File: src/hw/i2csp_consts.svh
`ifndef I2CSP_CONSTS_SVH
`define I2CSP_CONSTS_SVH

// Fixed upper four bits of the seven-bit slave address.
`define I2CSP_ADDR_FIXED 4'h9
// Widest glitch that the line filter rejects, in ns.
`define I2CSP_GLITCH_NS 50
// System clock period in ns.
`define I2CSP_MCLK_NS 8
// Filter length in cycles: a 50 ns glitch is rejected when stable time exceeds it.
`define I2CSP_FILT_CYC ((`I2CSP_GLITCH_NS + `I2CSP_MCLK_NS - 1) / `I2CSP_MCLK_NS)
// Direction bit values in the address byte.
`define I2CSP_DIR_WRITE 1'h0
`define I2CSP_DIR_READ 1'h1

`endif

File: src/hw/i2csp_pkg.sv
package i2csp_pkg;
    // Transfer sequencer states.
    typedef enum logic [5:0] {
        I2CSP_IDLE = 6'h01,
        I2CSP_DEVADDR = 6'h02,
        I2CSP_REGHI = 6'h04,
        I2CSP_REGLO = 6'h08,
        I2CSP_WDATA = 6'h10,
        I2CSP_RDATA = 6'h20
    } i2csp_state_t;
endpackage : i2csp_pkg

File: src/hw/i2csp_line_filter.sv
`include "i2csp_consts.svh"

// Synchronises one bus line and passes a change only after it has been stable.
module i2csp_line_filter #(
    parameter int FILT_CYC = `I2CSP_FILT_CYC
) (
    input wire logic mclk,
    input wire logic arst_n,
    input wire logic line_in,
    output logic line_out
);
    logic sync1;
    logic sync2;
    logic [7:0] stable_cnt;

    // Two-flop synchroniser; the first stage feeds only the second.
    always_ff @(posedge mclk or negedge arst_n)
    begin
        if (!arst_n)
        begin
            sync1 <= 1'h1;
            sync2 <= 1'h1;
        end
        else
        begin
            sync1 <= line_in;
            sync2 <= sync1;
        end
    end

    // Changes shorter than the filter length are dropped as glitches.
    always_ff @(posedge mclk or negedge arst_n)
    begin
        if (!arst_n)
        begin
            stable_cnt <= 8'h00;
            line_out <= 1'h1;
        end
        else if (sync2 == line_out)
        begin
            stable_cnt <= 8'h00;
        end
        else if (stable_cnt >= 8'(FILT_CYC))
        begin
            line_out <= sync2;
            stable_cnt <= 8'h00;
        end
        else
        begin
            stable_cnt <= stable_cnt + 8'h01;
        end
    end
endmodule : i2csp_line_filter

File: src/hw/i2csp_slave.sv
`include "i2csp_consts.svh"

// Behaviour
// - Works with the master clocking at 100 kHz or 400 kHz, never faster.
// - Both line receivers reject pulses shorter than 50 ns.
// - Slave only; the serial clock line is never driven.
// - Registers are selected by a full 16-bit register address.
// - Slave address is fixed 1001 plus three strap bits caught at reset release.
// - Acknowledges and acts only when the received slave address matches.
// - Address byte holds seven address bits MSB first, then direction bit.
// - Write: two register address bytes high first, then unlimited data bytes.
// - Read ends and device idles when master does not acknowledge a byte.
// - Start or stop accepted anywhere; partial bytes are discarded.
module i2csp_slave
    import i2csp_pkg::*;
#(
    parameter int FILT_CYC = `I2CSP_FILT_CYC
) (
    input wire logic mclk,
    input wire logic arst_n,
    input wire logic scl_in,
    output logic scl_out,
    output logic scl_oe,
    input wire logic sda_in,
    output logic sda_out,
    output logic sda_oe,
    input wire logic [2:0] address_strap_pins,
    output logic [15:0] reg_addr,
    output logic [7:0] wr_data,
    output logic wr_strobe,
    output logic rd_strobe,
    input wire logic [7:0] rd_data,
    output logic busy
);
    logic scl_f;
    logic sda_f;
    logic scl_d;
    logic sda_d;
    logic strap_taken;
    logic [2:0] strap;
    logic [7:0] shreg;
    logic [3:0] bit_cnt;
    logic ack_phase;
    logic tx_phase;
    logic [7:0] tx_byte;
    logic addr_hit;
    logic [15:0] next_addr;
    i2csp_state_t state;

    wire scl_rise = scl_f && !scl_d;
    wire scl_fall = !scl_f && scl_d;
    wire start_cond = scl_f && scl_d && sda_d && !sda_f;
    wire stop_cond = scl_f && scl_d && !sda_d && sda_f;
    wire [7:0] rx_byte = {shreg[6:0], sda_f};

    // Filtered copies of both lines drive all protocol decisions.
    i2csp_line_filter #(.FILT_CYC(FILT_CYC)) u_scl_filt (
        .mclk(mclk),
        .arst_n(arst_n),
        .line_in(scl_in),
        .line_out(scl_f)
    );
    i2csp_line_filter #(.FILT_CYC(FILT_CYC)) u_sda_filt (
        .mclk(mclk),
        .arst_n(arst_n),
        .line_in(sda_in),
        .line_out(sda_f)
    );

    // Previous filtered values for edge and condition detection.
    always_ff @(posedge mclk or negedge arst_n)
    begin
        if (!arst_n)
        begin
            scl_d <= 1'h1;
            sda_d <= 1'h1;
        end
        else
        begin
            scl_d <= scl_f;
            sda_d <= sda_f;
        end
    end

    // Strap pins are caught once on the first clock after reset release.
    always_ff @(posedge mclk or negedge arst_n)
    begin
        if (!arst_n)
        begin
            strap_taken <= 1'h0;
            strap <= 3'h0;
        end
        else if (!strap_taken)
        begin
            strap_taken <= 1'h1;
            strap <= address_strap_pins;
        end
    end

    // The clock line is never driven by this device.
    always_ff @(posedge mclk or negedge arst_n)
    begin
        if (!arst_n)
        begin
            scl_out <= 1'h0;
            scl_oe <= 1'h0;
        end
        else
        begin
            scl_out <= 1'h0;
            scl_oe <= 1'h0;
        end
    end

    // The whole address byte sits in the shift register by the falling clock after its eighth bit.
    assign addr_hit = (shreg[7:1] == {`I2CSP_ADDR_FIXED, strap});

    // Bit sequencer: shifts on rising clock, ends byte and acknowledge on falling clock.
    always_ff @(posedge mclk or negedge arst_n)
    begin
        if (!arst_n)
        begin
            state <= I2CSP_IDLE;
            shreg <= 8'h00;
            bit_cnt <= 4'h0;
            ack_phase <= 1'h0;
            tx_phase <= 1'h0;
            tx_byte <= 8'h00;
            reg_addr <= 16'h0000;
            next_addr <= 16'h0000;
            wr_data <= 8'h00;
            wr_strobe <= 1'h0;
            rd_strobe <= 1'h0;
            sda_out <= 1'h0;
            sda_oe <= 1'h0;
            busy <= 1'h0;
        end
        else
        begin
            wr_strobe <= 1'h0;
            rd_strobe <= 1'h0;
            if (start_cond)
            begin
                state <= I2CSP_DEVADDR;
                bit_cnt <= 4'h0;
                ack_phase <= 1'h0;
                tx_phase <= 1'h0;
                sda_oe <= 1'h0;
                busy <= 1'h1;
            end
            else if (stop_cond)
            begin
                state <= I2CSP_IDLE;
                bit_cnt <= 4'h0;
                ack_phase <= 1'h0;
                tx_phase <= 1'h0;
                sda_oe <= 1'h0;
                busy <= 1'h0;
            end
            else if (state != I2CSP_IDLE && scl_rise)
            begin
                if (ack_phase && tx_phase && sda_f)
                begin
                    state <= I2CSP_IDLE;
                    busy <= 1'h0;
                end
                else if (ack_phase && state == I2CSP_RDATA)
                begin
                    reg_addr <= next_addr; // Address settles so read data is valid at the next fall.
                end
                else if (!ack_phase)
                begin
                    shreg <= rx_byte;
                    bit_cnt <= bit_cnt + 4'h1;
                end
            end
            else if (state != I2CSP_IDLE && scl_fall)
            begin
                if (ack_phase)
                begin
                    ack_phase <= 1'h0;
                    bit_cnt <= 4'h0;
                    if (state == I2CSP_RDATA)
                    begin
                        tx_phase <= 1'h1;
                        tx_byte <= {rd_data[6:0], 1'h0};
                        sda_out <= 1'h0;
                        sda_oe <= !rd_data[7];
                        rd_strobe <= 1'h1;
                        next_addr <= next_addr + 16'h0001;
                    end
                    else
                    begin
                        tx_phase <= 1'h0;
                        sda_oe <= 1'h0;
                    end
                end
                else if (tx_phase && bit_cnt != 4'h8)
                begin
                    sda_oe <= !tx_byte[7];
                    tx_byte <= {tx_byte[6:0], 1'h0};
                end
                else if (bit_cnt == 4'h8)
                begin
                    ack_phase <= 1'h1;
                    sda_out <= 1'h0;
                    sda_oe <= !tx_phase;
                    case (state)
                        I2CSP_DEVADDR:
                        begin
                            if (addr_hit)
                            begin
                                state <= (shreg[0] == `I2CSP_DIR_READ) ? I2CSP_RDATA : I2CSP_REGHI;
                            end
                            else
                            begin
                                state <= I2CSP_IDLE;
                                ack_phase <= 1'h0;
                                sda_oe <= 1'h0;
                                busy <= 1'h0;
                            end
                        end
                        I2CSP_REGHI:
                        begin
                            next_addr <= {shreg, next_addr[7:0]};
                            state <= I2CSP_REGLO;
                        end
                        I2CSP_REGLO:
                        begin
                            next_addr <= {next_addr[15:8], shreg};
                            state <= I2CSP_WDATA;
                        end
                        I2CSP_WDATA:
                        begin
                            reg_addr <= next_addr;
                            wr_data <= shreg;
                            wr_strobe <= 1'h1;
                            next_addr <= next_addr + 16'h0001;
                        end
                        I2CSP_RDATA:
                        begin
                            sda_oe <= 1'h0;
                        end
                        default:
                        begin
                            state <= I2CSP_IDLE;
                        end
                    endcase
                end
            end
        end
    end
endmodule : i2csp_slave

File: config.mk
export PLATFORM = sky130hd
export DESIGN_NAME = i2csp_slave
export DESIGN_NICKNAME = d
export VERILOG_FILES = /design/src/hw/i2csp_pkg.sv /design/src/hw/i2csp_line_filter.sv /design/src/hw/i2csp_slave.sv
export VERILOG_INCLUDE_DIRS = /design/src /design/src/hw
export SDC_FILE = /design/constraint.sdc
export NUM_CORES = 1
export LEC_CHECK = 0
export ABC_AREA = 1
export BUFFER_PORTS_ARGS = -buffer_cell sky130_fd_sc_hd__clkbuf_2
export CORE_ASPECT_RATIO = 1.5
export CORE_MARGIN = 2
export CORE_UTILIZATION = 50
export DETAILED_ROUTE_END_ITERATION = 6
export GPL_TIMING_DRIVEN = 0
export PLACE_DENSITY = 0.66
export SYNTH_ARGS = -nofsm -noshare
export SYNTH_HDL_FRONTEND = slang
export SYNTH_SLANG_ARGS = --single-unit
File: constraint.sdc
create_clock -name mclk -period 1.9 [get_ports mclk]
set_input_delay 0.38 -clock mclk [delete_from_list [all_inputs] [get_ports mclk]]
set_output_delay 0.38 -clock mclk [all_outputs]
set_load 0.005 [all_outputs]
* Yosys cells after proc, flatten, opt, wreduce, memory -nomap -nowiden
Cells that the tools add are included.
** Storage, ports and cells
- Register bits :: 101
- Input port bits :: 15
- Output and inout port bits :: 31
- Word-level logic and storage cells :: 211
** Operators by class
- Add/sub/neg operators :: 4
- Order comparisons :: 2
- Equality and inequality tests :: 28
- Multiplexer cells :: 91
- Bitwise logic cells :: 9
- Reductions and logical operators :: 50
** Operator list (number)
- two-way mux 16 bit :: 12
- two-way mux 6 bit :: 10
- two-way mux 8 bit :: 7
- two-way mux 1 bit :: 51
- one-hot mux 16 bit (3 select lines) :: 1
- two-way mux 4 bit :: 8
- AND reduction 9 bit :: 3
- one-hot mux 6 bit (4 select lines) :: 1
- inequality test 4 bit, second input constant :: 5
- AND reduction 6 bit :: 3
- adder 16 x 1 -> 16 bit, second input constant :: 1
- adder 8 x 1 -> 8 bit, second input constant :: 2
- greater-or-equal comparator 8 x 3 -> 1 bit, second input constant :: 2
- nonzero test 4 bit :: 4
- AND reduction 7 bit :: 2
- logical AND 1 bit :: 13
- inequality test 4 x 1 -> 1 bit, second input constant :: 3
- nonzero test 3 bit :: 4
- inequality test 2 bit, second input constant :: 5
- nonzero test 2 bit :: 5
- NOT 1 bit :: 9
- AND reduction 8 bit :: 1
- equality test 7 bit :: 1
- logical NOT 1 bit :: 7
- 18 further kinds :: 24

* Longest topological paths before layout
Gate-level depths: netlist of run 1.
- Depth after elaboration :: 10
- Mapped depth :: 12
- Mapped depth without buffers :: 12

* By module
From an unflattened synthesis of run 1, not the netlist that was laid out.
** Unflattened totals
- Cells, all modules :: 607
- Area total of the unflattened synthesis :: 4843.4 µm²
** By module, submodules not included
- i2csp_slave :: instances 1, cells an instance 533, area each 4030.1 µm², sequential area each 1930.6 µm²
- i2csp_line_filter :: instances 2, cells an instance 37, area each 406.6 µm², sequential area each 279.0 µm²

* Worst setup path after synthesis of run 1
Ideal clock, no wire load.
- Path kind :: reg2reg
- From :: reg bit_cnt[0]
- To :: reg wr_data[6]
- Library setup time :: 121 ps
- Arrival time :: 1491 ps
- Required time :: 1779 ps
- Slack :: 288 ps
- Cell stages (with the launch flop) :: 9
- Path buffers :: 1
- Clock period less this slack :: 1612 ps
- Cell sequence :: dfrtp_1 > inv_1 > ha_1 > nand3_2 > a21oi_2 > nand4_2 > buf_2 > nand2_1 > o21ai_1
** Between the ends
- Word-level cells in the longest chain between the ends :: 4
- Elaborated cells on any way between the ends :: 5
- Classes of those cells :: eq/ne (2); bitwise (1); reduce/logical (2)
** RTL lines
- start: declaration :: RTL line i2csp_slave.sv:42 : logic [3:0] bit_cnt;
- start signal: assignment :: RTL line i2csp_slave.sv:174 : bit_cnt <= bit_cnt + 4'h1;
- inequality test 4 bit :: RTL line i2csp_slave.sv:198 : else if (tx_phase && bit_cnt != 4'h8)
- logical AND 1 bit :: RTL line i2csp_slave.sv:198
- NOT 1 bit (no source line)
- AND reduction 8 bit (no source line) (*)
- end signal: assignment :: RTL line i2csp_slave.sv:236 : wr_data <= shreg;
- end: declaration :: RTL line i2csp_slave.sv:29 : output logic [7:0] wr_data,
Every way passes the cells marked *; elsewhere a longest branch is shown, timed or not.
A chain may end at the register's enable or synchronous reset.

* Final worst setup path of run 1
- From :: reg bit_cnt[0]
- To :: reg next_addr[3]
** Between the ends
- Word-level cells in the longest chain between the ends :: 4
- Elaborated cells on any way between the ends :: 6
- Classes of those cells :: eq/ne (3); reduce/logical (3)
** RTL lines
- inequality test 4 bit :: RTL line i2csp_slave.sv:198
- logical AND 1 bit :: RTL line i2csp_slave.sv:198
- inequality test 2 bit (no source line)
- AND reduction 9 bit (no source line) (*)
- end signal: assignment :: RTL line i2csp_slave.sv:190 : next_addr <= next_addr + 16'h0001;
- end signal: assignment :: RTL line i2csp_slave.sv:225 : next_addr <= {shreg, next_addr[7:0]};
- end signal: assignment :: RTL line i2csp_slave.sv:230 : next_addr <= {next_addr[15:8], shreg};
- end: declaration :: RTL line i2csp_slave.sv:47 : logic [15:0] next_addr;
Marked as above.

==> impl_metrics.csv, run 1 <==
group,metric,value,unit
run_status,status,"finished clean",
sta,fin_ws,0.0959,ns
die,dieArea,10500,um2
clocking,cts.reportedPaths.clkPinSlew,0.07,ns
place,hpwl,7.78,mm
setup_path,crit_path_top_delay_cell,"dfrtp_1",
global_route,antenna_found_initial,0,
clocking,cts_tree,"built",
power,p_leak,2.78,nW
detailed_routing,via_count,3902,
setup_path,cpMostUsedCell,"nand2_1",
synthesis,synth_cells,569,
finish,drive_gt1_frac,0.218,
die,rows,44,
synthesis,syn_avg_cell_area,8.49,um2
synthesis,synth_top_cell_by_area,"dfrtp_1",
synthesis,ys_ff_latch,99,
clocking,worst_skew_pair.late_latency,0.35,ns
setup_path,reg2reg_from,"bit_cnt[0]",
setup_path,cp_data_required_time,2.14,ns
synthesis,ys_seq_area_frac,0.515,
setup_path,path_class,"reg2reg",
clocking,htree_levels,3,
synthesis,synthTopCellsByArea,"dfrtp_1, nand2_1, inv_1",
global_route,grt_max_degree,52,
sta,slew_headroom,0.533,
finish,syn2layout_area_growth,18.7,%
detailed_routing,routed_wl,10.4,mm
detailed_routing,antenna_left,0,
place,dpl-instance-area,5260,um2
global_route,grt_use_total,0.206,
synthesis,yosys_warnings,0,
global_route,overflow,0,
clocking,cts_sinks,99,
sta,tightestPinTransition,0.701,ns
setup_path,crit_chain,"inv_2 -> ha_2 -> nand3_4 -> nand2_1 -> nand2_1 -> nor2_4 -> nand2_2 -> a21oi_4 -> buf_4 -> o21ai_1",
finish,stdcell_area,5740,um2
setup_path,r2r-end,"next_addr[3]",
place,pre_cts_slack,-0.0750,ns
setup_path,max_stage_delay,0.40,ns
job,max-cap-violations,0,
sta,timing.final.crit_period,1.80,ns
hold_path,holdCritPathClass,"in2async",
sta,max_freq,554,MHz
place,io_buffers,42,
detailed_routing,wl_per_cell,13.7,um
finish,diodes,0,
detailed_routing,drt-vias-per-instance,5.15,
setup_path,critPathArrivalTime,2.05,ns
setup_path,critPathMaxFanout,7,
setup_path,ff2ff_setup_slack,0.1,ns
synthesis,synth_edf_count,0,
synthesis,yosys-top-cells-count,"nand2_1, dfrtp_1, inv_1",
global_route,grt_pass1_wl,17.2,mm
detailed_routing,drt_iter0_markers,194,
finish,final_nets,657,
sta,skew,0.00953,ns
die,die_h,124,um
place,gp_congestion,0.894,
synthesis,netlist.area_leader.share,0.466,
die,dieWidth,84.3,um
synthesis,async_flop_share,1.00,
sta,setup_viol_count_final,0,
finish,nFillCells,863,
synthesis,synth_ff_type,"dfrtp_1",
power,power.density,950,nW/um2
detailed_routing,drtPass1Iterations,5,
clocking,clock_path_buffers,2,
setup_path,cp-end-kind,"register",
synthesis,synthesis.area,4830,um2
global_route,grt_pass1_vias,3698,
clocking,numCtsBuffers,9,
setup_path,worst_r2r_path_depth,10,
power,ir_drop,0.000667,V
detailed_routing,drc,0,
die,initial_core_util,0.507,
finish,multi_input_area,2090,um2
synthesis,synth_cell_type_count,40,
clocking,cts.hold.buffers_added,0,
sta,drv_slew,0,
synthesis,synth.most_common_cell,"nand2_1",
die,core,9520,um2
clocking,cts_root_buf,"clkbuf_16",
finish,seqCellArea,2490,um2
power,power,5.45,mW
setup_path,startpoint_type,"register",
sta,finalCritPeriodShare,0.950,
die,ioPinCount,46,
sta,hold_viol,0,
## cells in the final DEF (no fill, tap or decap), types with 4 or more instances in the layout
cell,Yosys,final
buf_2,5,5
conb_1,2,12
a21oi_1,6,5
o211ai_1,6,6
ha_1,5,4
dfstp_2,9,9
o21ai_0,42,42
nand3_4,0,4
nor2_4,5,7
clkbuf_16,0,9
o21ai_2,13,13
inv_1,66,65
o22ai_1,8,8
o21ai_1,17,17
dfrtp_1,90,90
nand2_2,8,6
nand2_4,1,4
xor2_1,5,5
nand4_1,9,9
nor2_2,5,4
nand3_1,38,37
nor2_1,47,46
buf_6,3,6
buf_4,5,6
clkbuf_2,0,41
nand2_1,144,143
inv_2,5,6
## worst max path at each step
stage | start | endpoint | slack [ns] | depth (start not counted)
floorplan | bit_cnt[0] | wr_data[6] | 0.29 | 8
global placement | arst_n | u_sda_filt.stable_cnt[5] | -0.78 | 1
detailed placement | bit_cnt[0] | wr_data[1] | -0.08 | 7
CTS | u_scl_filt.line_out | reg_addr[12] | 0.003 | 10
global route | state[2] | next_addr[15] | -0.02 | 11
finish | bit_cnt[0] | next_addr[3] | 0.1 | 10
## metrics by stage
stage / setup TNS (ns) / cells / util / hold WS [ns]
after floorplan: 0 / 579 / - / 0.0844
after global placement: -71.88 / 736 / 0.549 / 0.345
after detailed placement: -0.389 / 737 / 0.552 / 0.349
after CTS: 0 / 753 / 0.593 / 0.0964
after global routing: -0.0216 / 757 / 0.602 / 0.0937
final: 0 / 757 / 0.602 / 0.0874
## logic make-up after synthesis
kind of cell,count (synthesis),share of synthesized area
AO/OA/AOI/OAI,97,0.121
XOR/XNOR,6,0.0109
adder cells (fa/ha/maj),5,0.0129
buffers and inverters,87,0.0779
flip-flops,99,0.515
other,2,0.00155
AND/OR/NAND/NOR,273,0.260
## sequential cells by signal, summed over array words and instances, names as in the netlist, 3 cells and up
signal,cells
shreg,8
strap,3
reg_addr,16
next_addr,16
u_scl_filt.stable_cnt,8
bit_cnt,4
tx_byte,7
u_sda_filt.stable_cnt,8
wr_data,8
state,6
## worst max-delay path: cells and delay by family, from the launching register on
family	cells	cell delay [ns]
DFF	1	0.40
AOI/OAI and AO/OA	2	0.29
and+or+nand+nor	5	0.54
adders and majority gates	1	0.20
buffers and inverters	2	0.28
## layout make-up
class,instances,share of cell area
Buffer,15,0.0194
Clock buffer,12,0.0447
Clock inverter,4,0.0170
Inverter,72,0.0475
Multi-Input combinational cell,393,0.365
Sequential cell,99,0.434
Tap cell,115,0.0251
Timing Repair Buffer,47,0.0478
## layer usage
metal  GRT usage  routed length (um)
met1       0.224                4100
met2       0.375                5660
met3      0.0510                 350
met4      0.0863                 280
met5           0                   0
## timing repair
action                     CTS  global route
setup endpoints to repair   16            34
pin swaps                    0             1
hold endpoints to repair     0             0
resized for setup            7            15
cloned                       0             1
setup buffers                0             3
## where the power goes
| part | switching [mW] | internal, mW | total (mW) |
|---|---|---|---|
| Combinational | 0.608 | 0.284 | 0.893 |
| Clock | 0.776 | 1.36 | 2.14 |
| Sequential | 0.132 | 2.29 | 2.42 |
| Total | 1.52 | 3.93 | 5.45 |
(Power assumes the default switching activity.)
==> run 2: changes to the inputs <==
--- a/config.mk
+++ b/config.mk
@@ -10,10 +10,10 @@
 export BUFFER_PORTS_ARGS = -buffer_cell sky130_fd_sc_hd__clkbuf_2
 export CORE_ASPECT_RATIO = 1.5
 export CORE_MARGIN = 2
-export CORE_UTILIZATION = 50
+export CORE_UTILIZATION = 55
 export DETAILED_ROUTE_END_ITERATION = 6
 export GPL_TIMING_DRIVEN = 0
-export PLACE_DENSITY = 0.66
+export PLACE_DENSITY = 0.72
 export SYNTH_ARGS = -nofsm -noshare
 export SYNTH_HDL_FRONTEND = slang
 export SYNTH_SLANG_ARGS = --single-unit
==> run 2 against run 1 <==
  * Utilization increased by 6.7 points
  * Largest cell class unchanged
  * Setup slack improved by 0.041 ns
  * Cell count decreased by 0.92%
  * Highest routed layer unchanged
==> impl_metrics.csv, run 2 (synthesis results as in run 1) <==
group,metric,value,unit
run_status,status,"finished clean",
detailed_routing,drt_iter0_markers,294,
sta,max_freq,567,MHz
die,die_h,119,um
setup_path,crit_path_top_delay_cell,"dfrtp_1",
setup_path,ff2ff_setup_slack,0.14,ns
setup_path,r2r-end,"next_addr[11]",
finish,mostFrequentLayoutCells,"nand2_1, dfrtp_1, inv_1, nor2_1, o21ai_0",
setup_path,critPathMaxFanout,7,
finish,drive_gt1_frac,0.224,
power,p_leak,2.75,nW
finish,nFillCells,742,
place,io_buffers,42,
place,place_inst,729,
finish,final_nets,658,
clocking,cts_tree,"built",
setup_path,cp-end-kind,"register",
finish,multi_input_area,2110,um2
sta,fin_ws,0.137,ns
global_route,overflow,0,
sta,tightestPinTransition,0.619,ns
global_route,grt_max_degree,59,
die,dieArea,9570,um2
job,max-cap-violations,0,
detailed_routing,drc,0,
finish,diodes,0,
sta,setup_tns,0,ns
finish,seqCellArea,2490,um2
sta,rsz0062_at_grt,"false",
sta,skew,0.0118,ns
detailed_routing,drt-vias-per-instance,5.25,
place,gp_congestion,0.928,
setup_path,max_stage_delay,0.43,ns
die,rows,41,
sta,hold_viol,0,
sta,finalCritPeriodShare,0.928,
power,power.density,900,nW/um2
sta,whs,0.0566,ns
global_route,grt_pass1_vias,3880,
sta,drv_slew,0,
detailed_routing,drtPass1Iterations,5,
global_route,grt_pass1_wl,17.5,mm
setup_path,crit_chain,"inv_2 -> ha_4 -> nand3_4 -> nand2_1 -> nand2_1 -> nor2_4 -> nand2_2 -> nor2_4 -> buf_2 -> nand3_1 -> nand2_1",
setup_path,startpoint_type,"register",
detailed_routing,routed_wl,10.5,mm
hold_path,holdCritPathClass,"in2async",
clocking,cts.hold.buffers_added,0,
die,ioPinCount,46,
place,dpl-instance-area,5250,um2
global_route,grt_use_total,0.234,
finish,stdcell_count,750,
setup_path,worst_r2r_path_depth,11,
clocking,numCtsBuffers,9,
die,core,8460,um2
detailed_routing,antenna_left,0,
clocking,htree_levels,3,
clocking,worst_skew_pair.late_latency,0.35,ns
die,initial_core_util,0.571,
clocking,clock_path_buffers,2,
finish,largestRegisters,"next_addr: 16 flops, reg_addr: 16 flops",
setup_path,cp_data_required_time,2.19,ns
clocking,cts_root_buf,"clkbuf_16",
sta,slew_headroom,0.587,
sta,timing.final.crit_period,1.76,ns
finish,stdcell_area,5670,um2
finish,syn2layout_area_growth,17.3,%
clocking,cts.reportedPaths.clkPinSlew,0.08,ns
power,power,5.10,mW
finish,layout_commonest_cell,"nand2_1",
place,hpwl,7.76,mm
sta,setup_viol_count_final,0,
finish,final_core_util,0.670,
clocking,cts_sinks,99,
setup_path,critPathArrivalTime,2.05,ns
setup_path,cpMostUsedCell,"nand2_1",
die,dieWidth,80.5,um
detailed_routing,via_count,3938,
place,pre_cts_slack,-0.0628,ns
power,ir_drop,0.000802,V
setup_path,reg2reg_from,"bit_cnt[0]",
detailed_routing,wl_per_cell,14.0,um
global_route,antenna_found_initial,0,
setup_path,path_class,"reg2reg",
-- run 2: per-layer routing --
layer	wire length [um]	vias up	track usage
met4	244	0	0.0869
met5	0	-	0
met1	4170	1897	0.261
met3	299	20	0.0492
met2	5760	69	0.427
li1	-	1952	-
-- run 2: worst max path at each step --
stage               depth (start not counted)          from             to
detailed placement                          7    bit_cnt[0]     wr_data[1]
global placement                            1        arst_n     tx_byte[4]
floorplan                                   8    bit_cnt[0]     wr_data[6]
global route                               10      state[0]  next_addr[15]
CTS                                         9  next_addr[0]  next_addr[12]
finish                                     11    bit_cnt[0]  next_addr[11]
-- run 2: worst max-delay path, delay by kind of cell (launching register included) --
| kind | cells | cell delay (ns) |
|---|---|---|
| simple gates | 8 | 0.82 |
| flops | 1 | 0.43 |
| buf+inv | 2 | 0.29 |
| fa+ha+maj | 1 | 0.15 |
-- run 2: where the power goes --
group          internal [mW]  total (mW)  switching, mW
sequential              2.29        2.43          0.139
combinational          0.300       0.920          0.620
clock                  0.910        1.75          0.842
-- run 2: final cells by class --
type	instances	share of cell area
repair buffers	48	0.0486
multi-input cells	393	0.371
well taps	107	0.0236
flip-flops and latches	99	0.439
clock inverters	7	0.00993
clock buffers	9	0.0397
inverters	72	0.0481
plain buffers	15	0.0196
-- run 2: what timing repair did --
action,4_1_cts,5_1_grt
pin swaps,0,3
resized for setup,3,19
cloned,0,1
setup endpoints to repair,9,52
setup buffers,0,4
